===== config.mk =====
export PLATFORM = sky130hd
export DESIGN_NAME = dbp_top
export DESIGN_NICKNAME = d
export VERILOG_FILES = /design/src/dbp_pkg.sv /design/src/dbp_fifo.sv /design/src/dbp_top.sv
export VERILOG_INCLUDE_DIRS = /design/src
export SDC_FILE = /design/constraint.sdc
export NUM_CORES = 2
export LEC_CHECK = 0
export ABC_AREA = 1
export BUFFER_PORTS_ARGS = -buffer_cell sky130_fd_sc_hd__buf_2
export CAP_MARGIN = 10
export CORE_AREA = 3 3 567 400
export DETAILED_ROUTE_END_ITERATION = 16
export DIE_AREA = 0 0 570 403
export PLACE_DENSITY = 0.65
export SLEW_MARGIN = 25
export SYNTH_ARGS = -nofsm -noshare
export SYNTH_HDL_FRONTEND = slang
export SYNTH_SLANG_ARGS = --single-unit

===== constraint.sdc =====
create_clock -name core_clk -period 16.35 [get_ports core_clk]
set_clock_uncertainty 0.2 [all_clocks]
set_input_delay 0.8175 -clock core_clk [delete_from_list [all_inputs] [get_ports core_clk]]
set_output_delay 0.8175 -clock core_clk [all_outputs]
set_load 0.02 [all_outputs]

===== src/dbp_defs.svh =====
// Constants for the dual bus parallel output port
`ifndef DBP_DEFS_SVH
`define DBP_DEFS_SVH

// Data widths
`define DBP_WORD_W        16
`define DBP_BYTE_W        8
`define DBP_SRC_SEL_W     2
`define DBP_ITEM_SEL_W    3

// Bus A direct source codes
`define DBP_A_SRC_INPHASE 2'h0
`define DBP_A_SRC_MAG     2'h1
`define DBP_A_SRC_FREQ    2'h2

// Bus B direct source codes
`define DBP_B_SRC_QUAD    2'h0
`define DBP_B_SRC_PHASE   2'h1
`define DBP_B_SRC_MAG     2'h2

// Buffered item select codes
`define DBP_ITEM_INPHASE  3'h0
`define DBP_ITEM_QUAD     3'h1
`define DBP_ITEM_MAG      3'h2
`define DBP_ITEM_PHASE    3'h3
`define DBP_ITEM_FREQ     3'h4

// Buffer sizing
`define DBP_FIFO_DEPTH    32
`define DBP_MAX_SETS      4'h7
`define DBP_SETS_W        4

// Buffer ready pulse length in clock cycles
`define DBP_IRQ_CYCLES    4'h8
`define DBP_IRQ_CNT_W     4

// Reset values
`define DBP_WORD_RST      16'h0000
`define DBP_SETS_RST      4'h0
`define DBP_IRQ_CNT_RST   4'h0

`endif


===== src/dbp_pkg.sv =====
// Types shared by the dual bus parallel output port
`include "dbp_defs.svh"
package dbp_pkg;

  // One processed result: the five items of a data set
  typedef struct packed {
    logic [`DBP_WORD_W-1:0] inphase;
    logic [`DBP_WORD_W-1:0] quad;
    logic [`DBP_WORD_W-1:0] mag;
    logic [`DBP_WORD_W-1:0] phase;
    logic [`DBP_WORD_W-1:0] freq;
  } dbp_set_t;

  // Buffered set presenter states, one-hot
  typedef enum logic [1:0] {
    DBP_ST_EMPTY = 2'b01,
    DBP_ST_READY = 2'b10
  } dbp_state_t;

endpackage


===== src/dbp_fifo.sv =====
// Parameterised FIFO with a registered read data stage
`timescale 1ns/1ps
`include "dbp_defs.svh"
module dbp_fifo #(
  parameter int WIDTH = 80,
  parameter int DEPTH = 32
) (
  input  wire logic             core_clk,
  input  wire logic             rst,
  input  wire logic             in_valid,
  output logic                  in_ready,
  input  wire logic [WIDTH-1:0] in_data,
  output logic                  out_valid,
  input  wire logic             out_ready,
  output logic      [WIDTH-1:0] out_data
);

  localparam int AW = $clog2(DEPTH);

  logic [WIDTH-1:0] mem [DEPTH];     // Storage array
  logic [AW-1:0]    wr_ptr_reg;      // Next write slot
  logic [AW-1:0]    rd_ptr_reg;      // Next read slot
  logic [AW:0]      count_reg;       // Words held in the array
  logic             out_valid_reg;   // Output register holds a word
  logic [WIDTH-1:0] out_data_reg;    // Registered read data
  logic             push;
  logic             pull;

  // Full and empty come straight from the array count
  assign in_ready  = (count_reg != (AW+1)'(DEPTH));
  assign push      = in_valid && in_ready;
  // Refill the output register whenever it is free or being taken
  assign pull      = (count_reg != '0) && (!out_valid_reg || out_ready);
  assign out_valid = out_valid_reg;
  assign out_data  = out_data_reg;

  // Array write; no reset needed on storage
  always_ff @(posedge core_clk) begin
    if (push) begin
      mem[wr_ptr_reg] <= in_data;
    end
  end

  // Pointers and count
  always_ff @(posedge core_clk) begin
    if (rst) begin
      wr_ptr_reg <= '0;
      rd_ptr_reg <= '0;
      count_reg  <= '0;
    end else begin
      if (push) begin
        wr_ptr_reg <= (wr_ptr_reg == AW'(DEPTH-1)) ? '0 : wr_ptr_reg + 1'b1;
      end
      if (pull) begin
        rd_ptr_reg <= (rd_ptr_reg == AW'(DEPTH-1)) ? '0 : rd_ptr_reg + 1'b1;
      end
      count_reg <= count_reg + (AW+1)'(push) - (AW+1)'(pull);
    end
  end

  // Output register; read data come from a flip-flop
  always_ff @(posedge core_clk) begin
    if (rst) begin
      out_valid_reg <= 1'b0;
      out_data_reg  <= '0;
    end else if (pull) begin
      out_valid_reg <= 1'b1;
      out_data_reg  <= mem[rd_ptr_reg];
    end else if (out_ready) begin
      out_valid_reg <= 1'b0;
    end
  end

endmodule


===== src/dbp_top.sv =====
// Dual bus parallel output port: direct port and buffered set port
`timescale 1ns/1ps
`include "dbp_defs.svh"
// Functional notes
// - Data, strobe and interrupt timed on core clock rising edge; byte drives combinational
// - Direct and buffered modes; direct source selectable
// - Upper bus bytes carry direct value upper byte
// - Direct bus updates on new result, strobe marks
// - Bus A I/mag/freq, bus B Q/phase/mag
// - Two's complement; magnitude unsigned, MSB zero
// - Buffer holds sets of five items, select picks
// - At most seven sets stored at once
// - Lower bytes form buffered word alongside direct data
// - Buffered values share direct port formats
// - Bus B low byte may carry direct data
// - Strobe active low, exactly one cycle, first
// - Buffer ready interrupt low for eight cycles
// - Byte drive off while its enable is high
module dbp_top (
  input  wire logic                         core_clk,
  input  wire logic                         rst,
  input  wire logic                         result_valid,
  output logic                              result_ready,
  input  wire dbp_pkg::dbp_set_t            result_set,
  input  wire logic [`DBP_SRC_SEL_W-1:0]    bus_a_src_sel,
  input  wire logic [`DBP_SRC_SEL_W-1:0]    bus_b_src_sel,
  input  wire logic                         buffer_enable,
  input  wire logic                         bus_b_low_direct,
  input  wire logic [`DBP_ITEM_SEL_W-1:0]   item_sel,
  input  wire logic                         buffer_next,
  input  wire logic                         bus_a_high_byte_oe_n,
  input  wire logic                         bus_a_low_byte_oe_n,
  input  wire logic                         bus_b_high_byte_oe_n,
  input  wire logic                         bus_b_low_byte_oe_n,
  output logic [`DBP_WORD_W-1:0]            output_bus_a,
  output logic [`DBP_WORD_W-1:0]            output_bus_b,
  output logic                              bus_a_high_drive_n,
  output logic                              bus_a_low_drive_n,
  output logic                              bus_b_high_drive_n,
  output logic                              bus_b_low_drive_n,
  output logic                              new_data_strobe_n,
  output logic                              buffer_ready_irq_n
);

  localparam int SET_W = $bits(dbp_pkg::dbp_set_t);

  // Direct port state
  logic [`DBP_WORD_W-1:0]     direct_a_reg;    // Bus A direct value
  logic [`DBP_WORD_W-1:0]     direct_b_reg;    // Bus B direct value
  logic                       strobe_n_reg;    // New data strobe
  logic                       accept;          // Result taken this cycle

  // Pin input synchronisers, three stages each
  logic [`DBP_ITEM_SEL_W-1:0] sel_s1_reg;
  logic [`DBP_ITEM_SEL_W-1:0] sel_s2_reg;
  logic [`DBP_ITEM_SEL_W-1:0] sel_s3_reg;
  logic [`DBP_ITEM_SEL_W-1:0] sel_reg;         // Settled select code
  logic [2:0]                 next_sync_reg;   // Advance pin stages
  logic                       next_level_reg;  // Settled advance level
  logic                       advance;         // Rising advance, one cycle

  // Buffered path
  logic                       fifo_in_ready;
  logic                       fifo_out_valid;
  logic                       fifo_out_ready;
  logic [SET_W-1:0]           fifo_out_data;
  logic                       buf_push;
  logic [`DBP_SETS_W-1:0]     sets_reg;        // Sets held, incl. current
  dbp_pkg::dbp_set_t          cur_set_reg;     // Set shown to the reader
  dbp_pkg::dbp_state_t        state_reg;
  dbp_pkg::dbp_state_t        state_next;
  logic [`DBP_WORD_W-1:0]     buf_word_reg;    // Selected buffered item
  logic [`DBP_IRQ_CNT_W-1:0]  irq_cnt_reg;     // Interrupt cycles left
  logic                       set_loaded;
  logic                       set_released;

  // Buffer may hold seven sets; a full buffer stalls the source
  assign buf_push     = buffer_enable && result_valid &&
                        (sets_reg != `DBP_MAX_SETS) && fifo_in_ready;
  assign result_ready = !buffer_enable ||
                        ((sets_reg != `DBP_MAX_SETS) && fifo_in_ready);
  assign accept       = result_valid && result_ready;

  // Direct bus values; magnitude MSB forced low, others passed as is
  always_ff @(posedge core_clk) begin
    if (rst) begin
      direct_a_reg <= `DBP_WORD_RST;
      direct_b_reg <= `DBP_WORD_RST;
    end else if (accept) begin
      case (bus_a_src_sel)
        `DBP_A_SRC_MAG: begin
          direct_a_reg <= {1'b0, result_set.mag[`DBP_WORD_W-2:0]};
        end
        `DBP_A_SRC_FREQ: begin
          direct_a_reg <= result_set.freq;
        end
        default: begin
          direct_a_reg <= result_set.inphase;
        end
      endcase
      case (bus_b_src_sel)
        `DBP_B_SRC_PHASE: begin
          direct_b_reg <= result_set.phase;
        end
        `DBP_B_SRC_MAG: begin
          direct_b_reg <= {1'b0, result_set.mag[`DBP_WORD_W-2:0]};
        end
        default: begin
          direct_b_reg <= result_set.quad;
        end
      endcase
    end
  end

  // Strobe low only in the first cycle new data is on the buses
  always_ff @(posedge core_clk) begin
    if (rst) begin
      strobe_n_reg <= 1'b1;
    end else begin
      strobe_n_reg <= !accept;
    end
  end

  // Select pins: a change counts once stages two and three agree
  always_ff @(posedge core_clk) begin
    if (rst) begin
      sel_s1_reg <= `DBP_ITEM_INPHASE;
      sel_s2_reg <= `DBP_ITEM_INPHASE;
      sel_s3_reg <= `DBP_ITEM_INPHASE;
      sel_reg    <= `DBP_ITEM_INPHASE;
    end else begin
      sel_s1_reg <= item_sel;
      sel_s2_reg <= sel_s1_reg;
      sel_s3_reg <= sel_s2_reg;
      if (sel_s2_reg == sel_s3_reg) begin
        sel_reg <= sel_s3_reg;
      end
    end
  end

  // Advance pin; the edge detect needs stages two and three agreeing high while the settled level is still low
  always_ff @(posedge core_clk) begin
    if (rst) begin
      next_sync_reg  <= 3'h0;
      next_level_reg <= 1'b0;
    end else begin
      next_sync_reg <= {next_sync_reg[1:0], buffer_next};
      if (next_sync_reg[1] == next_sync_reg[2]) begin
        next_level_reg <= next_sync_reg[2];
      end
    end
  end

  assign advance = (next_sync_reg[1] == next_sync_reg[2]) &&
                   next_sync_reg[2] && !next_level_reg;

  // Set storage; first in, first out
  dbp_fifo #(
    .WIDTH (SET_W),
    .DEPTH (`DBP_FIFO_DEPTH)
  ) u_fifo (
    .core_clk  (core_clk),
    .rst       (rst),
    .in_valid  (buf_push),
    .in_ready  (fifo_in_ready),
    .in_data   (result_set),
    .out_valid (fifo_out_valid),
    .out_ready (fifo_out_ready),
    .out_data  (fifo_out_data)
  );

  // Presenter takes the oldest set when nothing is shown
  assign set_loaded     = (state_reg == dbp_pkg::DBP_ST_EMPTY) &&
                          fifo_out_valid;
  assign set_released   = (state_reg == dbp_pkg::DBP_ST_READY) && advance;
  assign fifo_out_ready = (state_reg == dbp_pkg::DBP_ST_EMPTY);

  // Presenter next state
  always_comb begin
    state_next = state_reg;
    case (state_reg)
      dbp_pkg::DBP_ST_EMPTY: begin
        if (fifo_out_valid) begin
          state_next = dbp_pkg::DBP_ST_READY;
        end
      end
      dbp_pkg::DBP_ST_READY: begin
        if (advance) begin
          state_next = dbp_pkg::DBP_ST_EMPTY;
        end
      end
      default: begin
        state_next = dbp_pkg::DBP_ST_EMPTY;
      end
    endcase
  end

  // Presenter state and current set
  always_ff @(posedge core_clk) begin
    if (rst) begin
      state_reg   <= dbp_pkg::DBP_ST_EMPTY;
      cur_set_reg <= '0;
    end else begin
      state_reg <= state_next;
      if (set_loaded) begin
        cur_set_reg <= dbp_pkg::dbp_set_t'(fifo_out_data);
      end
    end
  end

  // Occupancy counts a set from push until the reader releases it
  always_ff @(posedge core_clk) begin
    if (rst) begin
      sets_reg <= `DBP_SETS_RST;
    end else begin
      sets_reg <= sets_reg + `DBP_SETS_W'(buf_push)
                           - `DBP_SETS_W'(set_released);
    end
  end

  // Selected item; codes above frequency read as zero
  always_ff @(posedge core_clk) begin
    if (rst) begin
      buf_word_reg <= `DBP_WORD_RST;
    end else begin
      case (sel_reg)
        `DBP_ITEM_INPHASE: buf_word_reg <= cur_set_reg.inphase;
        `DBP_ITEM_QUAD:    buf_word_reg <= cur_set_reg.quad;
        `DBP_ITEM_MAG: begin
          buf_word_reg <= {1'b0, cur_set_reg.mag[`DBP_WORD_W-2:0]};
        end
        `DBP_ITEM_PHASE:   buf_word_reg <= cur_set_reg.phase;
        `DBP_ITEM_FREQ:    buf_word_reg <= cur_set_reg.freq;
        default:           buf_word_reg <= `DBP_WORD_RST;
      endcase
    end
  end

  // Interrupt held low for eight cycles when a set becomes readable
  always_ff @(posedge core_clk) begin
    if (rst) begin
      irq_cnt_reg <= `DBP_IRQ_CNT_RST;
    end else if (set_loaded) begin
      irq_cnt_reg <= `DBP_IRQ_CYCLES;
    end else if (irq_cnt_reg != `DBP_IRQ_CNT_RST) begin
      irq_cnt_reg <= irq_cnt_reg - 1'b1;
    end
  end

  assign buffer_ready_irq_n = (irq_cnt_reg == `DBP_IRQ_CNT_RST);
  assign new_data_strobe_n  = strobe_n_reg;

  // Upper bytes always direct; lower bytes buffered unless B overridden
  assign output_bus_a = {direct_a_reg[`DBP_WORD_W-1:`DBP_BYTE_W],
                         buf_word_reg[`DBP_WORD_W-1:`DBP_BYTE_W]};
  assign output_bus_b = {direct_b_reg[`DBP_WORD_W-1:`DBP_BYTE_W],
                         bus_b_low_direct ?
                         direct_b_reg[`DBP_BYTE_W-1:0] :
                         buf_word_reg[`DBP_BYTE_W-1:0]};

  // Byte drivers follow the enables at once; bus turnaround is external
  assign bus_a_high_drive_n = bus_a_high_byte_oe_n;
  assign bus_a_low_drive_n  = bus_a_low_byte_oe_n;
  assign bus_b_high_drive_n = bus_b_high_byte_oe_n;
  assign bus_b_low_drive_n  = bus_b_low_byte_oe_n;

endmodule


==> impl_metrics.env <==
export IMPL_synth_edff_count=2528
export IMPL_fraction_of_synthesized_cell_area_taken_by_the_top_area_cell_type=0.685
export IMPL_initial_utilization=0.498
export IMPL_postSynthCellCount=9439
export IMPL_yosys_register_bits=2770
export IMPL_cts_made_buffers=266
export IMPL_power_switching_uw=6510
export IMPL_detail_route_wirelength_um=331000
export IMPL_global_route_met2_usage=0.424
export IMPL_number_of_violations_reported_at_the_end_of_detailed_routing_iteration_0=11500
export IMPL_global_route_usage_total=0.282
export IMPL_internal_power_uw=12600
export IMPL_floorplan_rows=145
export IMPL_cts_root_to_sink_buffers=4
export IMPL_layout_area_seq_um2=80800
export IMPL_drive_gt1_frac=0.0724
export IMPL_fin_ws_ns=10.97
export IMPL_timing_max_cap_violations=0
export IMPL_io_pin_count=136
export IMPL_ir_worst_vdd_v=0.000126
export IMPL_grt_overflow_total=0
export IMPL_post_synth_main_area_contributors="sky130_fd_sc_hd__edfxtp_1 69%, sky130_fd_sc_hd__nand3_1 9.9%, sky130_fd_sc_hd__nand2_1 9.2%"
export IMPL_largest_register_ffs=2528
export IMPL_max_clock_freq_mhz=186
export IMPL_postSynthNetCount=9565
export IMPL_routabilityCongestion=0.818
export IMPL_p_sw_frac=0.340
export IMPL_cp_buffers_inverters=3
export IMPL_finalSetupViolations=0
export IMPL_syn_mean_instance_area_um2=11.7
export IMPL_crit_family="simple AND/OR/NAND/NOR gates"
export IMPL_worst_ep_required_time_ns=16.59
export IMPL_post_dp_hpwl_um=164000
export IMPL_post_place_ws_ns=10.98
export IMPL_crit_path_kind="reg2reg"
export IMPL_antenna_violations_before_repair=22
export IMPL_ant_nets=0
export IMPL_netlist_area_um2=111000
export IMPL_dieWidth_um=570
export IMPL_total_leakage_power_uw=0.0433
export IMPL_first_global_vias=69400
export IMPL_router_iterations_before_antenna_repair=8
export IMPL_setup_worst_path_end_class="flop"
export IMPL_sequential_area_share_after_synthesis=0.729
export IMPL_timing_final_crit_share=0.329
export IMPL_run_status="complete, no violations"
export IMPL_synth_cell_type_count=38
export IMPL_synthArstFlopShare=0
export IMPL_synthTopCellsByCount="2714 x sky130_fd_sc_hd__nand2_1, 2528 x sky130_fd_sc_hd__edfxtp_1, 2201 x sky130_fd_sc_hd__nand3_1"
export IMPL_synth_area_leader_cell="sky130_fd_sc_hd__edfxtp_1"
export IMPL_clk_insertion_delay_late_ns=0.85
export IMPL_crit_path_cell_trace="inv_1 > ha_1 > nand4_1 > nand2_1 > nor2_2 > nand2_1 > nor2_4 > buf_4 > buf_4"
export IMPL_worst_ep_arrival_time_ns=5.62
export IMPL_rsz0062_at_grt="false"
export IMPL_worst_hold_slack_ns=0.0466
export IMPL_vias_per_cell=6.02
export IMPL_slowest_delay_ns=0.97
export IMPL_nets=9469
export IMPL_clock_sinks=2770
export IMPL_synth_warning_count=0
export IMPL_cellPowerDensity_nw_per_um2=157
export IMPL_clock_tree_htree_level_count=5
export IMPL_area_growth_synth_to_final_pct=9.92
export IMPL_route_detailed_wl_per_inst_um=26.5
export IMPL_cp_startpoint_kind="flop"
export IMPL_gr_usage_met3=0.0573
export IMPL_worst_pin_slew_ns=1.22
export IMPL_clk_pin_slew_ns=0.06
export IMPL_cpMaxStageDelayCell="sky130_fd_sc_hd__nor2_4"
export IMPL_timing_final_hold_violations=0
export IMPL_rrSetupSlack_ns=10.97
export IMPL_busiest_layer="met2"
export IMPL_multi_input_area_um2=26000
export IMPL_pwr_share_comb=0.265
export IMPL_worst_slew_margin_rel=0.190
export IMPL_buffer_ports_inserted=126
export IMPL_critPathMaxFanout=35
export IMPL_seq_power_share=0.424
export IMPL_fillerInstances=18100
export IMPL_die_height_um=403
export IMPL_ys_flop_type="sky130_fd_sc_hd__edfxtp_1"
export IMPL_vias=75300
export IMPL_tritoncts_clock_tree="yes"
export IMPL_groute_layer_met1_usage=0.417
export IMPL_post_cts_repair_setup_buffers=0
export IMPL_ctsRootBufferMaster="sky130_fd_sc_hd__clkbuf_16"
export IMPL_cts_resized=0
export IMPL_finalCriticalPeriod_ns=5.38
export IMPL_grt_pass1_wl_um=478000
export IMPL_timing_setup_tns_ns=0
export IMPL_dieArea_um2=230000
export IMPL_report_final_slew_viol_count=0
export IMPL_yosys_cell_count_top_type="sky130_fd_sc_hd__nand2_1"
export IMPL_maximum_number_of_pins_on_one_net_before_global_route_repair=211
export IMPL_worst_hold_path_type="in2reg"
export IMPL_core_area_um2=222000
export IMPL_p_clk_frac=0.310
export IMPL_remaining_drc_errors=0
-- power groups by stage --
stage          registers, uW  clock network, uW  logic, uW
3_5_place_dp            8260                  0       4970
6_report                8110               5940       5080
2_1_floorplan           8160                  0       3630
5_1_grt                 8130               6280       5570
3_3_place_gp            8250                  0       4910
4_1_cts                 8110               5990       5000
-- repair_timing --
action,CTS,global route
hold buffers,3,0
hold endpoints to repair,3,0
endpoints found under the setup margin,0,0
-- per-stage QoR --
stage	power, uW	util	instance area, um2	instances
floorplan	11800	-	111000	9439
global placement	13200	0.510	113000	12000
detailed placement	13200	0.510	113000	12000
CTS	19100	0.547	122000	12500
global route	20000	0.548	122000	12500
finish	19100	0.548	122000	12500
-- metal layers --
| layer | up-vias | part of all wire |
|---|---|---|
| met5 | - | 0.00026 |
| met4 | 14 | 0.031 |
| met3 | 622 | 0.12 |
| met2 | 4633 | 0.44 |
| met1 | 36900 | 0.40 |
| li1 | 33100 | - |
-- final timing paths --
path                                                startpoint                           end  cells past startpoint
worst max-delay path            u_fifo.count_reg[2]$_SDFF_PP0_  u_fifo.mem[16][20]$_DFFE_PP_                      9
worst min-delay path                               item_sel[0]      sel_s1_reg[0]$_SDFF_PP0_                      3
worst max register to register  u_fifo.count_reg[2]$_SDFF_PP0_  u_fifo.mem[16][20]$_DFFE_PP_                      9
worst min register to register        sel_s1_reg[0]$_SDFF_PP0_      sel_s2_reg[0]$_SDFF_PP0_                      2
-- area by class of cell --
class	count	share of cell area
clock inverter	124	0.00805
clock buffer	348	0.0592
sequential	2770	0.663
timing repair buffer	277	0.0172
inverter	249	0.00812
multi-input combinational	5779	0.214
antenna	9	0.000185
tap	2940	0.0302
-- logic make-up (layout without fill, tap and decap cells) --
logic type / after synthesis / after routing / share of synthesized area
and+or+nand+nor: 5246 / 5246 / 0.204
xor gates and xnor gates: 4 / 4 / 0.000316
muxes: 8 / 8 / 0.000813
AOI/OAI and AO/OA: 492 / 492 / 0.0242
other: 0 / 9 / 0
buffers and inverters: 890 / 998 / 0.0385
DFF: 2770 / 2770 / 0.729
adders and majority gates: 29 / 29 / 0.00341
-- worst min-delay path: cells and delay by family --
family        cells  cell delay (ns)
simple gates      1             0.08
buf+inv           2             0.12
-- cells in the final DEF, fill, tap and decap left out, types with 3 or more instances in the layout --
master	count
sky130_fd_sc_hd__dlygate4sd3_1	3
sky130_fd_sc_hd__buf_12	13
sky130_fd_sc_hd__clkinvlp_4	7
sky130_fd_sc_hd__nand2_1	2713
sky130_fd_sc_hd__o211ai_1	24
sky130_fd_sc_hd__nand4_1	28
sky130_fd_sc_hd__nand3_1	2200
sky130_fd_sc_hd__clkbuf_16	273
sky130_fd_sc_hd__dfxtp_1	237
sky130_fd_sc_hd__inv_8	4
sky130_fd_sc_hd__o21ai_0	139
sky130_fd_sc_hd__a22oi_1	8
sky130_fd_sc_hd__edfxtp_1	2528
sky130_fd_sc_hd__inv_6	6
sky130_fd_sc_hd__mux2_2	8
sky130_fd_sc_hd__inv_1	241
sky130_fd_sc_hd__o22ai_1	31
sky130_fd_sc_hd__ha_1	27
sky130_fd_sc_hd__a21oi_1	222
sky130_fd_sc_hd__bufinv_16	12
sky130_fd_sc_hd__o21ai_1	26
sky130_fd_sc_hd__dfxtp_4	5
sky130_fd_sc_hd__clkinv_1	49
sky130_fd_sc_hd__buf_16	7
sky130_fd_sc_hd__nor2_1	246
sky130_fd_sc_hd__a31oi_1	24
sky130_fd_sc_hd__a22o_1	15
sky130_fd_sc_hd__buf_4	127
sky130_fd_sc_hd__nor3_1	20
sky130_fd_sc_hd__diode_2	9
sky130_fd_sc_hd__clkbuf_8	10
sky130_fd_sc_hd__clkinv_2	45
sky130_fd_sc_hd__nor2_4	29
sky130_fd_sc_hd__nor3_2	4
sky130_fd_sc_hd__clkbuf_1	65
sky130_fd_sc_hd__clkinv_8	6
sky130_fd_sc_hd__buf_2	125
Note: power is estimated with default switching activity, not from simulation.
